[src/phx_pkg.sv]
// phx_pkg: constants and carrier types of the extended control register bank.
// assumes a single 50 MHz clock domain; mdio pins are sampled as plain inputs.
package phx_pkg;

  // ----------------------------------------------------------------------
  // register map
  // ----------------------------------------------------------------------
  localparam logic [4:0]  REG_EXT_A       = 5'h13;
  localparam logic [4:0]  REG_EXT_B       = 5'h14;

  // ----------------------------------------------------------------------
  // extended_control_a fields
  // ----------------------------------------------------------------------
  localparam int          A_NODE          = 15;
  localparam int          A_SPEED_SRC     = 14;
  localparam int          A_REMOTE_FAULT  = 13;
  localparam int          A_BANK_HI       = 12;
  localparam int          A_BANK_LO       = 11;
  localparam int          A_TRISTATE      = 7;
  localparam int          A_AUTO_PD       = 0;
  localparam logic [15:0] A_RESET         = 16'h0201;
  // bits that software may change; node, remote fault and bit 10 stay put
  localparam logic [15:0] A_WR_MASK       = 16'h5BFF;
  localparam logic [1:0]  BANK_LEGACY     = 2'h1;

  // ----------------------------------------------------------------------
  // extended_control_b
  // ----------------------------------------------------------------------
  localparam logic [15:0] B_RESET         = 16'h3FE9;

  // ----------------------------------------------------------------------
  // management frame
  // ----------------------------------------------------------------------
  localparam logic [5:0]  PREAMBLE_ONES   = 6'h20;
  localparam logic [4:0]  HDR_LAST        = 5'h0C;
  localparam logic [4:0]  DATA_LAST       = 5'h11;
  localparam logic [1:0]  OP_READ         = 2'h2;
  localparam logic [1:0]  OP_WRITE        = 2'h1;

  typedef struct packed {
    logic        wr;
    logic [4:0]  addr;
    logic [15:0] wdata;
  } phx_acc_s;

  typedef enum logic [2:0] {
    MS_PREAMBLE,
    MS_HEADER,
    MS_READ,
    MS_WRITE
  } phx_mdio_state_e;

endpackage

[src/phx_mdio_slave.sv]
// phx_mdio_slave: serial management frame engine, one register access per frame.
// assumes mdc and mdio_i synchronous to clk and far slower than clk.
`timescale 1ns/1ps
module phx_mdio_slave (
  input  wire logic              clk,
  input  wire logic              reset_n,
  input  wire logic              mdc,
  input  wire logic              mdio_i,
  output logic                   mdio_o,
  output logic                   mdio_oe,
  input  wire logic [4:0]        phy_addr,
  output logic                   acc_valid,
  output phx_pkg::phx_acc_s      acc,
  input  wire logic [15:0]       rdata
);

  // ----------------------------------------------------------------------
  // mdc edge detect
  // ----------------------------------------------------------------------
  logic                      mdc_q;
  logic                      rise;
  phx_pkg::phx_mdio_state_e  state_q;
  logic [5:0]                ones_q;
  logic [4:0]                cnt_q;
  logic [12:0]               hdr_q;
  logic [15:0]               sh_q;
  logic [13:0]               hdr_full;

  always_ff @(posedge clk or negedge reset_n) begin
    if (!reset_n) begin
      mdc_q <= 1'b0;
    end else begin
      mdc_q <= mdc;
    end
  end

  assign rise     = mdc & ~mdc_q;
  assign hdr_full = {hdr_q, mdio_i};

  // ----------------------------------------------------------------------
  // frame sequencer
  // ----------------------------------------------------------------------
  // hdr_full: st[13:12] op[11:10] phy[9:5] reg[4:0] (st low bit already in hdr)
  always_ff @(posedge clk or negedge reset_n) begin
    if (!reset_n) begin
      state_q   <= phx_pkg::MS_PREAMBLE;
      ones_q    <= 6'h00;
      cnt_q     <= 5'h00;
      hdr_q     <= 13'h0000;
      sh_q      <= 16'h0000;
      mdio_o    <= 1'b0;
      mdio_oe   <= 1'b0;
      acc_valid <= 1'b0;
      acc       <= '0;
    end else begin
      acc_valid <= 1'b0;
      if (rise) begin
        unique case (state_q)
          phx_pkg::MS_PREAMBLE: begin
            if (mdio_i) begin
              if (ones_q != phx_pkg::PREAMBLE_ONES) begin
                ones_q <= ones_q + 6'h01;
              end
            end else if (ones_q == phx_pkg::PREAMBLE_ONES) begin
              state_q <= phx_pkg::MS_HEADER;
              cnt_q   <= 5'h00;
              hdr_q   <= 13'h0000;
            end else begin
              ones_q <= 6'h00;
            end
          end
          phx_pkg::MS_HEADER: begin
            hdr_q <= hdr_full[12:0];
            cnt_q <= cnt_q + 5'h01;
            if (cnt_q == phx_pkg::HDR_LAST) begin
              cnt_q     <= 5'h00;
              ones_q    <= 6'h00;
              acc.addr  <= hdr_full[4:0];
              state_q   <= phx_pkg::MS_PREAMBLE;
              // foreign address or bad start drops the frame quietly
              if (hdr_full[12] && hdr_full[9:5] == phy_addr) begin
                if (hdr_full[11:10] == phx_pkg::OP_READ) begin
                  acc_valid <= 1'b1;
                  acc.wr    <= 1'b0;
                  state_q   <= phx_pkg::MS_READ;
                end else if (hdr_full[11:10] == phx_pkg::OP_WRITE) begin
                  state_q <= phx_pkg::MS_WRITE;
                end
              end
            end
          end
          phx_pkg::MS_READ: begin
            // first edge drives the turnaround zero, then sixteen data bits
            cnt_q   <= cnt_q + 5'h01;
            mdio_oe <= 1'b1;
            if (cnt_q == 5'h00) begin
              mdio_o <= 1'b0;
              sh_q   <= rdata;
            end else if (cnt_q == phx_pkg::DATA_LAST) begin
              mdio_oe <= 1'b0;
              mdio_o  <= 1'b0;
              state_q <= phx_pkg::MS_PREAMBLE;
            end else begin
              mdio_o <= sh_q[15];
              sh_q   <= {sh_q[14:0], 1'b0};
            end
          end
          phx_pkg::MS_WRITE: begin
            cnt_q <= cnt_q + 5'h01;
            sh_q  <= {sh_q[14:0], mdio_i};
            if (cnt_q == phx_pkg::DATA_LAST) begin
              acc_valid <= 1'b1;
              acc.wr    <= 1'b1;
              acc.wdata <= {sh_q[14:0], mdio_i};
              state_q   <= phx_pkg::MS_PREAMBLE;
            end
          end
          default: begin
            state_q <= phx_pkg::MS_PREAMBLE;
          end
        endcase
      end
    end
  end

endmodule

[src/phx_ext_ctrl_regs.sv]
// phx_ext_ctrl_regs: extended control registers a and b of the 10/100 phy,
// reached over the serial management pins; other addresses, and b while the legacy bank is selected, go to ext_*.
// assumes one 50 MHz clock and synchronous management pins.
//
// Overview of operation
// - node/repeater bit always reads node mode
// - speed from control bit or speed pin
// - bank selector picks standard or legacy map
// - tristate bit floats twisted-pair line drivers
// - auto power-down bit gates 100 section shutdown
`timescale 1ns/1ps
module phx_ext_ctrl_regs (
  input  wire logic              clk,
  input  wire logic              reset_n,
  input  wire logic              mdc,
  input  wire logic              mdio_i,
  output logic                   mdio_o,
  output logic                   mdio_oe,
  input  wire logic [4:0]        phy_addr,
  input  wire logic              remote_fault,
  input  wire logic              basic_speed_sel,
  input  wire logic              speed_pin,
  input  wire logic              energy_absent,
  output logic                   ext_valid,
  output phx_pkg::phx_acc_s      ext_acc,
  output logic                   ext_bank_legacy,
  input  wire logic [15:0]       ext_rdata,
  output logic                   speed_100,
  output logic                   pair_tristate_enable,
  output logic                   tx100_power_down
);

  // ----------------------------------------------------------------------
  // management engine
  // ----------------------------------------------------------------------
  logic               acc_valid;
  phx_pkg::phx_acc_s  acc;
  logic [15:0]        rdata;
  logic [15:0]        ctrl_a_q;
  logic [15:0]        ctrl_b_q;
  logic               legacy;
  logic               hit_a;
  logic               hit_b;

  phx_mdio_slave u_mdio (
    .clk       (clk),
    .reset_n   (reset_n),
    .mdc       (mdc),
    .mdio_i    (mdio_i),
    .mdio_o    (mdio_o),
    .mdio_oe   (mdio_oe),
    .phy_addr  (phy_addr),
    .acc_valid (acc_valid),
    .acc       (acc),
    .rdata     (rdata)
  );

  // ----------------------------------------------------------------------
  // bank decode
  // ----------------------------------------------------------------------
  // only code 01 selects the legacy bank; 1x aliases bank 0
  assign legacy = ctrl_a_q[phx_pkg::A_BANK_HI:phx_pkg::A_BANK_LO] == phx_pkg::BANK_LEGACY;
  assign hit_a  = acc.addr == phx_pkg::REG_EXT_A;
  assign hit_b  = !legacy && acc.addr == phx_pkg::REG_EXT_B;

  assign ext_valid       = acc_valid && !hit_a && !hit_b;
  assign ext_acc         = acc;
  assign ext_bank_legacy = legacy;

  always_comb begin
    rdata = ext_rdata;
    if (hit_a) begin
      rdata                          = ctrl_a_q;
      rdata[phx_pkg::A_NODE]         = 1'b0;
      rdata[phx_pkg::A_REMOTE_FAULT] = remote_fault;
    end else if (hit_b) begin
      rdata = ctrl_b_q;
    end
  end

  // ----------------------------------------------------------------------
  // register writes
  // ----------------------------------------------------------------------
  // reserved bits other than bit 10 of register a are stored as written; readback is not meaningful
  always_ff @(posedge clk or negedge reset_n) begin
    if (!reset_n) begin
      ctrl_a_q <= phx_pkg::A_RESET;
    end else if (acc_valid && acc.wr && hit_a) begin
      // repeater request is dropped, node mode stays
      ctrl_a_q <= (acc.wdata & phx_pkg::A_WR_MASK) | (ctrl_a_q & ~phx_pkg::A_WR_MASK);
    end
  end

  always_ff @(posedge clk or negedge reset_n) begin
    if (!reset_n) begin
      ctrl_b_q <= phx_pkg::B_RESET;
    end else if (acc_valid && acc.wr && hit_b) begin
      ctrl_b_q <= acc.wdata;
    end
  end

  // ----------------------------------------------------------------------
  // control outputs
  // ----------------------------------------------------------------------
  // registered so the line side never sees a decode glitch
  always_ff @(posedge clk or negedge reset_n) begin
    if (!reset_n) begin
      speed_100            <= 1'b0;
      pair_tristate_enable <= 1'b0;
      tx100_power_down     <= 1'b0;
    end else begin
      speed_100            <= ctrl_a_q[phx_pkg::A_SPEED_SRC] ? speed_pin : basic_speed_sel;
      pair_tristate_enable <= ctrl_a_q[phx_pkg::A_TRISTATE];
      tx100_power_down     <= ctrl_a_q[phx_pkg::A_AUTO_PD] & energy_absent;
    end
  end

endmodule

[config.mk]
export PLATFORM = sky130hd
export DESIGN_NAME = phx_ext_ctrl_regs
export DESIGN_NICKNAME = d
export VERILOG_FILES = /design/src/phx_pkg.sv /design/src/phx_mdio_slave.sv /design/src/phx_ext_ctrl_regs.sv
export SDC_FILE = /design/constraint.sdc
export NUM_CORES = 1
export LEC_CHECK = 0
export BUFFER_PORTS_ARGS = -buffer_cell sky130_fd_sc_hd__buf_2
export CAP_MARGIN = 10
export CORE_MARGIN = 1
export CORE_UTILIZATION = 58
export CTS_CLUSTER_DIAMETER = 150
export DETAILED_ROUTE_END_ITERATION = 10
export MAX_ROUTING_LAYER = met4
export PLACE_DENSITY = 0.79
export SLEW_MARGIN = 20
export SYNTH_ARGS = -nofsm -noshare
export SYNTH_HDL_FRONTEND = slang
export SYNTH_HIERARCHICAL = 1
export SYNTH_SLANG_ARGS = --single-unit
[constraint.sdc]
create_clock -name clk -period 2.6 [get_ports clk]
set_clock_uncertainty 0.15 [all_clocks]
set_input_delay 0.26 -clock clk [delete_from_list [all_inputs] [get_ports clk]]
set_output_delay 0.26 -clock clk [all_outputs]
set_load 0.05 [all_outputs]
==> results.yml <==
outcome:
  run_status: "finished, final reports clean"
worst_hold_path:
  min_path_type: "in2reg"
  whs_path_depth: 2
timing:
  hold_violations: 0
  clock.fmax_mhz: 411
  slew_headroom_pct: 56.4
  fin_crit_sh_pct: 93.6
  setup_violations: 0
  layout_min_cycle_time_ns: 2.43
  tns_ns: 0
  worstMarginPinSlew_ns: 0.654
  final_max_slew_viol_count: 0
  rsz0062_at_grt: "no"
cts:
  htree_levels: 3
  cts_tree: "yes"
  cts-root-buf: "clkbuf_8"
  numCtsBuffers: 9
  cts_max_path_buffers: 2
  insertion_delay_ns: 0.37
  ctsResizeCount: 0
  path_clk_slew_ns: 0.10
  cts_sinks: 99
power:
  power.switching_mw: 0.858
  p_seq_share_pct: 55.2
  powerDensity_nw_per_um2: 527
  power_frac_comb_pct: 13.4
  p_int_mw: 2.11
  power_leakage_nw: 2.53
  power_mw: 2.97
  peakVddDrop_uv: 406
  power_frac_clock_pct: 31.4
  switching_share_pct: 28.9
route:
  via_per_inst: 6.25
  vias: 3776
  drtAntennaViolNets: 0
  wl_um: 11200
  wl_per_cell_um: 18.5
  drt-initial-drc-count: 179
  drtPass1Iterations: 5
  remaining_drc_errors: 0
placement:
  gp_congestion: 0.791
  placement.io_buffers: 57
  hpwlAfterDp_um: 7630
yosys:
  syn_avg_cell_area_um2: 11.4
  synth-edff-count: 0
  syn_area_um2: 4970
  ys_warn_count: 6
  synth-seq-area-share_pct: 50.2
  syn_nets: 472
  synth.distinct_cells: 57
  syn-instance-count: 436
  synth-main-ff-cell: "dfrtp_1"
  synth-seq-cells: 99
  async_flop_share_pct: 100
finish:
  antennaDiodeCount: 0
  fillers: 638
  nNetsFinal: 530
  drive_gt1_share_pct: 32.5
  areaGrowthSynthToFinish_pct: 13.1
floorplan:
  die_x_um: 94.6
  core-area_um2: 8260
  ioPinCount: 58
  die-area_um2: 8950
  start_util_pct: 60.2
  fp.dieH_um: 94.6
  num_rows: 33
job:
  drv_cap: 0
global_route:
  grt-busiest-layer: "met2"
  grt_pass1_vias: 3722
  grt_pass1_wl_um: 18600
  grt.met3_usage_pct: 3.62
  globalRouteMet2Util_pct: 45.8
  antenna_found_initial: 0
  grtUsageTotal_pct: 28.3
  grt_max_degree: 42
  grt_util_met1_pct: 36.5
  overflow: 0
worst_setup_path:
  crit_required_ns: 2.19
  setup.worst_path.class: "reg2out"
  reg2reg_depth: 4
  worstPathMaxFanout: 17
  worstPathArrival_ns: 2.02
  startpoint_type: "flop"
  endpoint_kind: "primary output"
[kinds of logic (layout without fill, tap and decap cells)]
kind of cell | after synthesis | after routing | share of synthesized area, %
AND/OR/NAND/NOR | 116 | 116 | 14.0
buffers and inverters | 43 | 106 | 3.98
flip-flops | 99 | 99 | 50.2
AO/OA/AOI/OAI | 98 | 98 | 13.5
adder cells (fa/ha/maj) | 7 | 7 | 1.76
multiplexers | 68 | 68 | 15.7
XOR/XNOR | 5 | 5 | 0.881
[routing by layer]
layer | vias to the layer above | wire [µm]
li1 | 1742 | -
met1 | 1894 | 4920
met2 | 121 | 5500
met3 | 19 | 521
met4 | 0 | 212
met5 | - | 0
[worst paths after layout]
path	startpoint	to	slack [ns]
max reg2reg	u_mdio/acc[19]	ctrl_b_q[15]	0.44
max	u_mdio/acc[19]	ext_valid	0.17
min reg2reg	ctrl_a_q[7]	pair_tristate_enable	0.29
max in group asynchronous	reset_n	ctrl_a_q[0]	1.29
min	mdio_i	u_mdio/hdr_q[0]	0.11
min in group asynchronous	reset_n	u_mdio/acc[4]	0.26
[cell usage after synthesis, types with 2 or more instances]
| master | number | area share, % |
|---|---|---|
| xor2_1 | 4 | 0.70 |
| a211oi_2 | 2 | 0.50 |
| o21a_1 | 3 | 0.45 |
| nand2_1 | 30 | 2.3 |
| and2_1 | 4 | 0.50 |
| buf_4 | 2 | 0.30 |
| ha_1 | 7 | 1.8 |
| buf_1 | 3 | 0.23 |
| nand3_1 | 8 | 0.81 |
| nor2b_1 | 5 | 0.63 |
| dfstp_2 | 13 | 6.9 |
| and3_1 | 3 | 0.38 |
| nor3_1 | 16 | 1.6 |
| o221ai_1 | 2 | 0.35 |
| o21ai_0 | 25 | 2.5 |
| inv_1 | 10 | 0.75 |
| or4_1 | 2 | 0.30 |
| nand4b_1 | 2 | 0.35 |
| nand4_1 | 17 | 2.1 |
| a21oi_1 | 9 | 0.91 |
| a22o_1 | 13 | 2.3 |
| buf_2 | 5 | 0.50 |
| clkbuf_1 | 19 | 1.4 |
| a31oi_1 | 15 | 1.9 |
| mux2_4 | 10 | 3.0 |
| o31ai_1 | 18 | 2.7 |
| or3_1 | 2 | 0.25 |
| nand3b_1 | 3 | 0.45 |
| buf_6 | 3 | 0.68 |
| nand2b_1 | 7 | 0.88 |
| o2bb2ai_1 | 2 | 0.35 |
| mux2_2 | 40 | 9.1 |
| nor2_1 | 6 | 0.45 |
| o211ai_1 | 2 | 0.30 |
| dfrtp_1 | 86 | 43 |
| mux2i_1 | 17 | 3.4 |
[power by group through the flow]
stage          clock, mW  sequential, mW  combinational [mW]
2_1_floorplan          0            1.65               0.268
3_3_place_gp           0            1.66               0.381
3_5_place_dp           0            1.66               0.391
4_1_cts            0.960            1.63               0.399
5_1_grt             1.02            1.64               0.450
6_report           0.933            1.64               0.398
[flip-flops by register name, indices dropped and copies added (netlist names)]
name / count
u_mdio/hdr_q: 12
u_mdio/sh_q: 16
u_mdio/ones_q: 6
u_mdio/acc_valid: 1
u_mdio/mdio_o: 1
u_mdio/cnt_q: 5
tx100_power_down: 1
u_mdio/mdio_oe: 1
ctrl_b_q: 16
u_mdio/mdc_q: 1
u_mdio/acc: 22
pair_tristate_enable: 1
u_mdio/state_q: 2
speed_100: 1
ctrl_a_q: 13
[layout by cell type (no fill, tap or decap), types with 2 or more instances in the layout]
cell | netlist | final
a211oi_2 | 2 | 2
a21oi_1 | 9 | 9
a22o_1 | 13 | 13
a31oi_1 | 15 | 15
and2_1 | 4 | 4
and3_1 | 3 | 3
buf_12 | 0 | 2
buf_2 | 5 | 56
buf_4 | 2 | 16
clkbuf_8 | 0 | 9
clkinv_4 | 0 | 3
clkinvlp_4 | 0 | 2
dfrtp_1 | 86 | 86
dfstp_2 | 13 | 13
dlygate4sd3_1 | 0 | 5
ha_1 | 7 | 7
inv_1 | 10 | 10
mux2_2 | 40 | 40
mux2_4 | 10 | 10
mux2i_1 | 17 | 17
nand2_1 | 30 | 30
nand2b_1 | 7 | 7
nand3_1 | 8 | 8
nand3b_1 | 3 | 3
nand4_1 | 17 | 17
nand4b_1 | 2 | 2
nor2_1 | 6 | 5
nor2b_1 | 5 | 5
nor3_1 | 16 | 16
o211ai_1 | 2 | 2
o21a_1 | 3 | 3
o21ai_0 | 25 | 25
o221ai_1 | 2 | 2
o2bb2ai_1 | 2 | 2
o31ai_1 | 18 | 18
or3_1 | 2 | 2
or4_1 | 2 | 2
xor2_1 | 4 | 4
[repair_timing]
item | 4_1_cts | 5_1_grt
hold buffers | 5 | 0
setup buffers | 0 | 0
hold endpoints to repair | 34 | 0
[layout make-up]
type / instances / area, µm² / share of cell area, %
flip-flops and latches: 99 / 2490 / 44.3
multi-input cells: 294 / 2280 / 40.6
repair buffers: 79 / 490 / 8.72
well taps: 105 / 131 / 2.34
clock buffers: 9 / 124 / 2.20
clock inverters: 7 / 61.3 / 1.09
inverters: 11 / 41.3 / 0.734
[per-stage QoR]
| stage | util (%) | cell area (µm²) | hold WS [ns] | cells | setup WS [ns] |
|---|---|---|---|---|---|
| after floorplan | - | 4970 | -0.186 | 436 | 0.119 |
| after global placement | 65.3 | 5390 | 0.124 | 583 | 0.537 |
| after detailed placement | 65.3 | 5390 | 0.127 | 583 | 0.477 |
| after CTS | 68.1 | 5630 | 0.0949 | 604 | 0.168 |
| after global routing | 68.1 | 5630 | 0.116 | 604 | 0.0829 |
| final | 68.1 | 5630 | 0.110 | 604 | 0.166 |
[worst max-delay path, cell delays in order, from the launching register on]
cell     delay (ns)
dfrtp_1        0.43
or3b_1         0.45
buf_4          0.23
o31ai_1        0.26
nor2_2         0.07
buf_2          0.22
(Power assumes the default switching activity.)
